### src/cmp_pkg.sv
// constants for the comparator control block: register map, field layout, reset values, timing
// assumes a 25 MHz peripheral clock and a 32-bit avalon-mm register port
package cmp_pkg;
	localparam int CLK_HZ = 25_000_000;
	localparam int ADDR_W = 4;
	// byte offsets of the registers
	localparam logic [ADDR_W-1:0] OFS_CTRL = 4'h0;
	localparam logic [ADDR_W-1:0] OFS_MUX = 4'h2;
	localparam logic [ADDR_W-1:0] OFS_REF = 4'h4;
	localparam logic [ADDR_W-1:0] OFS_IRQ = 4'h6;
	localparam logic [ADDR_W-1:0] OFS_STAT = 4'h7;
	// field positions in the first control register
	localparam int CTRL_EN_BIT = 0;
	localparam int CTRL_HYS_LSB = 1;
	localparam int CTRL_LP_BIT = 3;
	localparam int CTRL_EDGE_LSB = 4;
	localparam int CTRL_PAD_BIT = 6;
	localparam int CTRL_STBY_BIT = 7;
	// field positions in the input selector register
	localparam int MUX_NEG_LSB = 0;
	localparam int MUX_POS_LSB = 3;
	localparam int MUX_INV_BIT = 7;
	// status and interrupt enable registers
	localparam int STAT_FLAG_BIT = 0;
	localparam int STAT_STATE_BIT = 4;
	localparam int IRQ_EN_BIT = 0;
	// reset values
	localparam logic [7:0] CTRL_RST = 8'h00;
	localparam logic [7:0] MUX_RST = 8'h00;
	localparam logic [7:0] REF_RST = 8'hff;
	localparam logic [7:0] IRQ_RST = 8'h00;
	// edge select codes
	localparam logic [1:0] EDGE_ANY = 2'h0;
	localparam logic [1:0] EDGE_FALL = 2'h2;
	localparam logic [1:0] EDGE_RISE = 2'h3;
	// hysteresis codes
	localparam logic [1:0] HYS_NONE = 2'h0;
	localparam logic [1:0] HYS_LARGE = 2'h3;
	// start-up time in ns, longest time so rounded down
	localparam int STARTUP_NS = 2500;
	localparam int STARTUP_CYC = (STARTUP_NS * (CLK_HZ / 1_000_000)) / 1000;
	localparam int SYNC_STAGES = 3;
	// power states from the system
	typedef enum logic [1:0]
	{
		PWR_ACTIVE = 2'h0,
		PWR_IDLE = 2'h1,
		PWR_STANDBY = 2'h2,
		PWR_DOWN = 2'h3
	} cmp_power_type;
endpackage : cmp_pkg

### src/cmp_sync.sv
// multi-stage synchroniser for the gated and optionally inverted comparator level
// assumes the input is asynchronous to clk_in
`timescale 1ns/100ps
module cmp_sync #(
	parameter int STAGES = 3
) (
	// clock and reset
	input wire logic clk_in,
	input wire logic nrst_in,
	// level
	input wire logic async_in,
	output logic sync_out
);
	logic [STAGES-1:0] chain_r;
	logic [STAGES-1:0] chain_nxt;

	always_comb
	begin
		chain_nxt = {chain_r[STAGES-2:0], async_in};
	end

	always_ff @(posedge clk_in or negedge nrst_in)
	begin
		if (!nrst_in)
			chain_r <= '0;
		else
			chain_r <= chain_nxt;
	end

	assign sync_out = chain_r[STAGES-1];
endmodule : cmp_sync

### src/cmp_ctrl.sv
// digital control and status around an analog voltage comparator
// assumes the analog core delivers the raw compare level asynchronously and reads the analog settings
//
// The implementer's own choices: the Avalon-MM register port and the placing of the registers.
`timescale 1ns/100ps
module cmp_ctrl #(
	parameter int STARTUP_CYCLES = cmp_pkg::STARTUP_CYC
) (
	// clock and reset
	input wire logic clk_in,
	input wire logic nrst_in,
	// avalon-mm slave
	input wire logic [cmp_pkg::ADDR_W-1:0] avs_address_in,
	input wire logic avs_read_in,
	input wire logic avs_write_in,
	input wire logic [31:0] avs_writedata_in,
	input wire logic [3:0] avs_byteenable_in,
	output logic [31:0] avs_readdata_out,
	output logic avs_waitrequest_out,
	// system power state
	input wire logic [1:0] power_state_in,
	// analog core
	input wire logic raw_compare_in,
	output logic analog_enable_out,
	output logic [1:0] positive_input_select_out,
	output logic [1:0] negative_input_select_out,
	output logic [1:0] hysteresis_select_out,
	output logic low_current_select_out,
	output logic [7:0] internal_reference_divider_out,
	// consumers
	output logic event_level_out,
	output logic pad_out,
	output logic pad_oe_out,
	output logic result_valid_out,
	output logic irq_out
);
	////////////////////////////////////////////////////////////////
	// registers
	logic [7:0] ctrl_r;
	logic [7:0] ctrl_nxt;
	logic [7:0] mux_r;
	logic [7:0] mux_nxt;
	logic [7:0] ref_r;
	logic [7:0] ref_nxt;
	logic irq_en_r;
	logic irq_en_nxt;
	logic flag_r;
	logic flag_nxt;
	logic [31:0] rdata_r;
	logic [31:0] rdata_nxt;
	logic ack_r;
	logic ack_nxt;
	logic prev_r;
	logic prev_nxt;
	logic [15:0] start_cnt_r;
	logic [15:0] start_cnt_nxt;
	logic running;
	logic result;
	logic result_sync;
	logic edge_hit;
	logic wr_take;
	logic rd_take;
	logic pwr_down;

	////////////////////////////////////////////////////////////////
	// run gating from enable and sleep state
	always_comb
	begin
		pwr_down = (power_state_in == cmp_pkg::PWR_DOWN);
		case (power_state_in)
			cmp_pkg::PWR_ACTIVE,
			cmp_pkg::PWR_IDLE: running = ctrl_r[cmp_pkg::CTRL_EN_BIT];
			cmp_pkg::PWR_STANDBY: running = ctrl_r[cmp_pkg::CTRL_EN_BIT] && ctrl_r[cmp_pkg::CTRL_STBY_BIT];
			cmp_pkg::PWR_DOWN: running = 1'b0;
			default: running = 1'b0;
		endcase
	end

	// analog settings go straight to the core; the core compares and its level comes back
	assign analog_enable_out = running;
	assign positive_input_select_out = mux_r[cmp_pkg::MUX_POS_LSB +: 2];
	assign negative_input_select_out = mux_r[cmp_pkg::MUX_NEG_LSB +: 2];
	assign hysteresis_select_out = ctrl_r[cmp_pkg::CTRL_HYS_LSB +: 2];
	assign low_current_select_out = ctrl_r[cmp_pkg::CTRL_LP_BIT];
	assign internal_reference_divider_out = ref_r;

	// combinational path so the event keeps working with the clock stopped in standby
	assign result = running && (raw_compare_in ^ mux_r[cmp_pkg::MUX_INV_BIT]);
	assign event_level_out = result;
	assign pad_oe_out = ctrl_r[cmp_pkg::CTRL_PAD_BIT] && !pwr_down;
	assign pad_out = result && pad_oe_out;

	////////////////////////////////////////////////////////////////
	// synchroniser for state bit and edge detection
	cmp_sync #(
		.STAGES(cmp_pkg::SYNC_STAGES)
	) u_sync (
		.clk_in(clk_in),
		.nrst_in(nrst_in),
		.async_in(result),
		.sync_out(result_sync)
	);

	////////////////////////////////////////////////////////////////
	// bus slave: one wait cycle, answer on the second edge
	// read data is loaded at the request edge so it already stands when waitrequest drops
	always_comb
	begin
		wr_take = avs_write_in && ack_r;
		rd_take = avs_read_in && !ack_r;
	end
	assign avs_waitrequest_out = (avs_read_in || avs_write_in) && !ack_r;
	assign avs_readdata_out = rdata_r;

	function automatic logic [7:0] merge_byte(input logic [7:0] old_v, input logic [31:0] wd,
		input logic [3:0] be, input logic [cmp_pkg::ADDR_W-1:0] adr);
		logic [1:0] lane;
		lane = adr[1:0];
		merge_byte = be[lane] ? wd[8*lane +: 8] : old_v;
	endfunction : merge_byte

	function automatic logic lane_on(input logic [3:0] be, input logic [cmp_pkg::ADDR_W-1:0] adr);
		lane_on = be[adr[1:0]];
	endfunction : lane_on

	////////////////////////////////////////////////////////////////
	// register, flag and start-up next state
	always_comb
	begin
		ctrl_nxt = ctrl_r;
		mux_nxt = mux_r;
		ref_nxt = ref_r;
		irq_en_nxt = irq_en_r;
		flag_nxt = flag_r;
		rdata_nxt = rdata_r;
		ack_nxt = (avs_read_in || avs_write_in) && !ack_r;
		prev_nxt = result_sync;
		start_cnt_nxt = start_cnt_r;
		edge_hit = 1'b0;
		if (wr_take)
		begin
			case (avs_address_in)
				cmp_pkg::OFS_CTRL: ctrl_nxt = merge_byte(ctrl_r, avs_writedata_in, avs_byteenable_in, avs_address_in);
				cmp_pkg::OFS_MUX: mux_nxt = merge_byte(mux_r, avs_writedata_in, avs_byteenable_in, avs_address_in) & 8'h9b;
				cmp_pkg::OFS_REF: ref_nxt = merge_byte(ref_r, avs_writedata_in, avs_byteenable_in, avs_address_in);
				cmp_pkg::OFS_IRQ:
					if (lane_on(avs_byteenable_in, avs_address_in))
						irq_en_nxt = avs_writedata_in[8*avs_address_in[1:0] + cmp_pkg::IRQ_EN_BIT];
				cmp_pkg::OFS_STAT:
					if (lane_on(avs_byteenable_in, avs_address_in) &&
						avs_writedata_in[8*avs_address_in[1:0] + cmp_pkg::STAT_FLAG_BIT])
						flag_nxt = 1'b0;
				default: ;
			endcase
		end
		// edge detect on the synchronised level, only while running
		if (running)
		begin
			case (ctrl_r[cmp_pkg::CTRL_EDGE_LSB +: 2])
				cmp_pkg::EDGE_ANY: edge_hit = result_sync ^ prev_r;
				cmp_pkg::EDGE_FALL: edge_hit = prev_r && !result_sync;
				cmp_pkg::EDGE_RISE: edge_hit = !prev_r && result_sync;
				default: edge_hit = 1'b0; // reserved code raises nothing
			endcase
		end
		// set wins over a clear in the same cycle
		if (edge_hit)
			flag_nxt = 1'b1;
		// start-up count restarts whenever the comparator stops
		if (!running)
			start_cnt_nxt = 16'(STARTUP_CYCLES);
		else if (start_cnt_r != 16'h0000)
			start_cnt_nxt = start_cnt_r - 16'h0001;
		if (rd_take)
		begin
			rdata_nxt = 32'h0000_0000;
			case (avs_address_in)
				cmp_pkg::OFS_CTRL: rdata_nxt[8*avs_address_in[1:0] +: 8] = ctrl_r;
				cmp_pkg::OFS_MUX: rdata_nxt[8*avs_address_in[1:0] +: 8] = mux_r;
				cmp_pkg::OFS_REF: rdata_nxt[8*avs_address_in[1:0] +: 8] = ref_r;
				cmp_pkg::OFS_IRQ: rdata_nxt[8*avs_address_in[1:0] + cmp_pkg::IRQ_EN_BIT] = irq_en_r;
				cmp_pkg::OFS_STAT:
				begin
					rdata_nxt[8*avs_address_in[1:0] + cmp_pkg::STAT_FLAG_BIT] = flag_r;
					rdata_nxt[8*avs_address_in[1:0] + cmp_pkg::STAT_STATE_BIT] = result_sync;
				end
				default: rdata_nxt = 32'h0000_0000;
			endcase
		end
	end

	always_ff @(posedge clk_in or negedge nrst_in)
	begin
		if (!nrst_in)
		begin
			ctrl_r <= cmp_pkg::CTRL_RST;
			mux_r <= cmp_pkg::MUX_RST;
			ref_r <= cmp_pkg::REF_RST;
			irq_en_r <= cmp_pkg::IRQ_RST[0];
			flag_r <= 1'b0;
			rdata_r <= 32'h0000_0000;
			ack_r <= 1'b0;
			prev_r <= 1'b0;
			start_cnt_r <= 16'h0000;
		end
		else
		begin
			ctrl_r <= ctrl_nxt;
			mux_r <= mux_nxt;
			ref_r <= ref_nxt;
			irq_en_r <= irq_en_nxt;
			flag_r <= flag_nxt;
			rdata_r <= rdata_nxt;
			ack_r <= ack_nxt;
			prev_r <= prev_nxt;
			start_cnt_r <= start_cnt_nxt;
		end
	end

	////////////////////////////////////////////////////////////////
	// outputs
	// an internal reference may need longer than this count; software must allow for it
	assign result_valid_out = running && (start_cnt_r == 16'h0000);
	assign irq_out = irq_en_r && flag_r;
endmodule : cmp_ctrl

### config.mk
export PLATFORM = sky130hd
export DESIGN_NAME = cmp_ctrl
export DESIGN_NICKNAME = d
export VERILOG_FILES = /design/src/cmp_pkg.sv /design/src/cmp_sync.sv /design/src/cmp_ctrl.sv
export SDC_FILE = /design/constraint.sdc
export NUM_CORES = 1
export LEC_CHECK = 0
export BUFFER_PORTS_ARGS = -buffer_cell sky130_fd_sc_hd__buf_4
export CORE_MARGIN = 5
export CORE_UTILIZATION = 47
export CTS_BUF_LIST = sky130_fd_sc_hd__clkbuf_8
export CTS_CLUSTER_DIAMETER = 30
export CTS_CLUSTER_SIZE = 25
export DETAILED_ROUTE_END_ITERATION = 8
export PLACE_DENSITY = 0.86
export RECOVER_POWER = 25
export SKIP_CTS_REPAIR_TIMING = 1
export SKIP_LAST_GASP = 1
export SYNTH_ARGS = -nofsm -noshare
export SYNTH_HDL_FRONTEND = slang
export SYNTH_SLANG_ARGS = --single-unit
export TNS_END_PERCENT = 10
### constraint.sdc
create_clock -name clk_in -period 1.8 [get_ports clk_in]
set_clock_uncertainty 0.05 [all_clocks]
set_input_delay 0.27 -clock clk_in [delete_from_list [all_inputs] [get_ports clk_in]]
set_output_delay 0.27 -clock clk_in [all_outputs]
set_load 0.005 [all_outputs]
# --- Yosys cells after proc, flatten, opt, wreduce, memory -nomap -nowiden ---
# Cells that the tools add are included.
totals:
  elab_cells: 92
  output_inout_bits: 54
  latch_bits: 0
  n_memories: 0
  ram_bits: 0
  ff_bits: 76
  mem_bits_ro: 0
classes:
  n_eq_ne: 10
  n_div: 0
  n_lt_le_gt_ge: 5
  n_addsub: 3
  n_bitwise: 7
  shifts: 5
  reduce_logical: 33
  muxes: 19
  multipliers: 0
ops:
  columns: ["cell", "count"]
  rows:
  - ["$pmux W32 S5", 1]
  - ["$shiftx A8 B34 Y32", 3]
  - ["$and A32 B32 Y32", 3]
  - ["$and A32 B25 Y32", 2]
  - ["$neg A5 Y34", 1]
  - ["$shift A8 B34 Y32 const A", 1]
  - ["$bwmux W32", 1]
  - ["$mux W16", 2]
  - ["$shiftx A32 B6 Y8", 1]
  - ["$logic_not A16 Y1", 1]
  - ["$reduce_bool A16 Y1", 1]
  - ["$sub A16 B1 Y16 const B", 1]
  - ["$reduce_and A3 Y1", 5]
  - ["$logic_and A1 B1 Y1", 14]
  - ["$eq A4 B3 Y1 const B", 3]
  - ["$mux W1", 9]
  - ["$eq A2 B2 Y1 const B", 4]
  - ["$add A5 B3 Y6 const B", 1]
  - ["$ge A6 B1 Y1 const B", 1]
  - ["$lt A5 B6 Y1 const B", 1]
  - ["$lt A6 B6 Y1 const B", 1]
  - ["$pmux W1 S3", 2]
  - ["$reduce_bool A2 Y1", 3]
  - ["$demux W1 S5", 1]
  - ["other kinds (13)", 19]

# --- Depth between registers and ports, before layout ---
logic_depth:
  word_depth: 7
  ltp_mapped: 9
  depth_no_buf: 6

# --- Hierarchy ---
# Synthesis repeated with hierarchy kept, for this count alone.
unflattened:
  cells_unflattened: 345
  hier_area_um2: 3827.4
modules_own_cells:
  columns: ["mod", "area_each_um2", "instances", "seq_area_each_um2", "cells_each"]
  rows:
  - ["cmp_ctrl", 3752.3, 1, 1836.8, 342]
  - ["cmp_sync", 75.1, 1, 75.1, 3]

# --- Worst setup path after synthesis ---
# Ideal clock, no wire load.
synth_timing:
  path_kind: "input port to flip-flop"
  from: "input port avs_address_in[0] in the netlist's numbering"
  to: "register ref_r[0] (netlist: internal_reference_divider_out[0])"
  cell_stages: 8
  setup_time_ns: 0.082
  path_buffers: 3
  slack_ns: -0.346
  required_time_ns: 1.668
  arrival_time_ns: 2.013
  cell_sequence: "buf_2 buf_2 inv_1 ha_1 and3b_1 buf_2 nand3_1 mux2_2"
synth_via:
  elab_chain_len: 3
  word_cells_on_any_way: 5
  classes_between: "eq/ne: 1; shift: 1; mux: 2; reduce/logical: 1"
synth_rtl:
  columns: ["element", "line", "source"]
  rows:
  - ["start, declared", "cmp_ctrl.sv:13", "input wire logic [cmp_pkg::ADDR_W-1:0] avs_address_in,"]
  - ["parallel branches: the longest is 3 deep, another holds $shiftx A32 B6 Y8", null, null]
  - ["end signal, assigned", "cmp_ctrl.sv:198", "ref_r <= cmp_pkg::REF_RST;"]
  - ["end signal, assigned", "cmp_ctrl.sv:210", "ref_r <= ref_nxt;"]
  - ["end, declared", "cmp_ctrl.sv:43", "logic [7:0] ref_r;"]
# Several ways; the timed one is not identified. The select of a mux whose other input is x is not followed.
# A chain may end at the register's enable or synchronous reset.

# --- Worst setup path in the final report ---
layout_timing:
  from: "register start_cnt_r[0]"
  to: "output port result_valid_out"
layout_via:
  elab_chain_len: 2
layout_rtl:
  columns: ["element", "line", "source"]
  rows:
  - ["start, declared", "cmp_ctrl.sv:55", "logic [15:0] start_cnt_r;"]
  - ["start signal, assigned", "cmp_ctrl.sv:216", "start_cnt_r <= start_cnt_nxt;"]
  - ["$logic_not A16 Y1", "cmp_ctrl.sv:223", "assign result_valid_out = running && (start_cnt_r == 16'h0000);"]
  - ["$logic_and A1 B1 Y1", "cmp_ctrl.sv:223", null]
  - ["end, declared", "cmp_ctrl.sv:34", "output logic result_valid_out,"]
# Every way passes these cells.

==> reports/metrics.yaml <==
syn_inst: 343
r2r_setup_slack_ps: -80
grt_pass1_wl_microns: 15700
fin_nets: 526
cap_violations: 0
worstHoldPathCells: 3
rr_startpoint: "start_cnt_r[0]"
fmax_mhz: 529
path_class: "flip-flop to primary output"
end_kind: "primary output"
grt_max_degree: 69
finalHoldViolCount: 0
dieWidth_microns: 100
synth_top_area_cell: "dfrtp_1"
yosysSeqAreaShare: 0.499
final.min_clock_period_ps: 1890
wl_microns: 9880
start_util: 0.474
finalSetupTns_ps: -392
gp_congestion: 0.917
setup_viol: 6
htreeDepth: 3
grt_use_total: 0.198
io_buffers: 100
min-delay-path-class: "input port to flip-flop"
final_layout_size_suffix_gt1_frac: 0.454
synth.area.top_cells: "dfrtp_1, mux2_2, dfstp_2"
grt_pass1_vias: 3237
wire_per_inst_microns: 17.0
power_density_nw_per_um2: 742
drt-pass1-iter-count: 4
r2r_cells: 7
dieArea_sq_um: 10100
io_pins: 101
grt_overflow: 0
worst_pin_slew_ps: 598
p_leak_uw: 0.00242
fillers: 644
cts_root_buffer: "clkbuf_8"
clockBufferDepth: 2
slew_viol_final: 0
holdPathEnd: "ack_r"
fin_crit_sh: 1.05
yosysUniqueCellTypes: 62
core_region_area_sq_um: 8090
ys_warn_count: 0
vdd.ir_drop.worst_uv: 460
synthTopCellsByCount: "dfrtp_1, nand2_1, mux2_2, o21ai_0"
numCtsBuffers: 9
ant_nets: 0
rows: 33
clkTransAtPathRegs_ps: 80
grt_setup_unrepaired: "true"
arrival_ps: 1570
cts_sinks: 76
vias: 3235
dp_cells: 561
synth_nets: 398
cp.required_ps: 1480
post-synth-top-count-cell: "dfrtp_1"
slew_headroom: 0.601
die_h_microns: 100
antenna_found_initial: 0
drcViolationCount: 0
layout_setup_ws_ps: -88.9
design_power_total_uw: 3830
violations: "setup timing"
n_antenna_cell: 0
netlist_area_sq_um: 3830
drt_iter0_markers: 170
syn_area_per_cell_sq_um: 11.2
via_per_inst: 5.57
synthArstFlopShare: 1.00
r2r-end: "start_cnt_r[15]"
synth_flop_cell: "dfrtp_1"
dpl.hpwl_microns: 7520
clkLatencyLatePin_ps: 350
synth_top_area_frac: 0.444
cts_tree: "yes"
startpoint_type: "flip-flop"
synth_edf_count: 0
synth_seq_cells: 76
status: "finished with violations"
final_cells: 581
min-delay-start: "avs_write_in"
area_delta_synth_final_pct: 34.8
crit_fanout: 6
## flip-flops by register name (all words and copies together) (netlist names)
register / cells
irq_en_r: 1
avs_readdata_out: 32
ack_r: 1
mux_r: 5
internal_reference_divider_out: 8
ctrl_r: 8
prev_r: 1
u_sync.chain_r: 3
flag_r: 1
start_cnt_r: 16
## per-layer routing
metal,global-route usage,share of wire,vias up,wire [microns]
met5,0,0,-,0
met1,0.264,0.43,1593,4260
met3,0.0327,0.054,20,530
met4,0.0943,0.026,0,260
met2,0.315,0.49,110,4830
li1,-,-,1512,-
## cell usage in the layout (no fill, tap or decap), types with 9 or more instances in the layout
cell type | Yosys | layout
a21oi_1 | 18 | 13
and2_1 | 12 | 12
buf_4 | 6 | 132
clkbuf_8 | 0 | 10
dfrtp_1 | 68 | 67
inv_1 | 10 | 10
mux2_2 | 22 | 21
nand2_1 | 25 | 25
nand3_1 | 11 | 9
nor2_1 | 18 | 17
o21ai_0 | 22 | 22
## worst max path at each step
stage	cells after the start	to	start
2_1_floorplan	8	mux_r[0]	avs_address_in[0]
3_3_place_gp	7	start_cnt_r[15]	start_cnt_r[0]
3_5_place_dp	7	start_cnt_r[15]	start_cnt_r[0]
4_1_cts	4	result_valid_out	start_cnt_r[13]
5_1_grt	6	result_valid_out	start_cnt_r[0]
6_report	6	result_valid_out	start_cnt_r[0]
## worst max-delay path, cell delays in order (launching register included)
cell and delay, ps:
dfrtp_1 390, inv_1 80, ha_1 170, buf_4 120, nand2_1 130, nor3_2 200
buf_4 130
## where the power goes
part,internal (uW),switching [uW]
logic,394,320
clock network,524,633
registers,1850,112
total,2770,1070
## stage by stage
| stage | hold WS (ps) | utilization | cell area (sq um) | setup WS, ps |
|---|---|---|---|---|
| 2_1_floorplan | -75.6 | - | 3920 | -21.3 |
| 3_3_place_gp | 57.4 | 0.610 | 4930 | -51.1 |
| 3_5_place_dp | 59.6 | 0.610 | 4930 | -130 |
| 4_1_cts | -317 | 0.630 | 5100 | -307 |
| 5_1_grt | 161 | 0.639 | 5170 | -207 |
| 6_report | 132 | 0.639 | 5170 | -88.9 |
## cell families after synthesis
logic type	after synthesis	share of synthesized area
AOI/OAI and AO/OA	74	0.123
xor gates and xnor gates	1	0.00229
adders and majority gates	8	0.0261
buffers and inverters	30	0.0392
DFF	76	0.499
muxes	37	0.130
and+or+nand+nor	117	0.181
## cell type report
type | instances | area [sq um] | share of cell area
multi-input combinational | 237 | 1870 | 0.362
sequential | 76 | 1910 | 0.370
tap | 105 | 131 | 0.0254
timing repair buffer | 136 | 1040 | 0.200
clock buffer | 10 | 138 | 0.0266
clock inverter | 6 | 31.3 | 0.00605
inverter | 11 | 46.3 | 0.00896
Note: power is estimated with default switching activity, not from simulation.
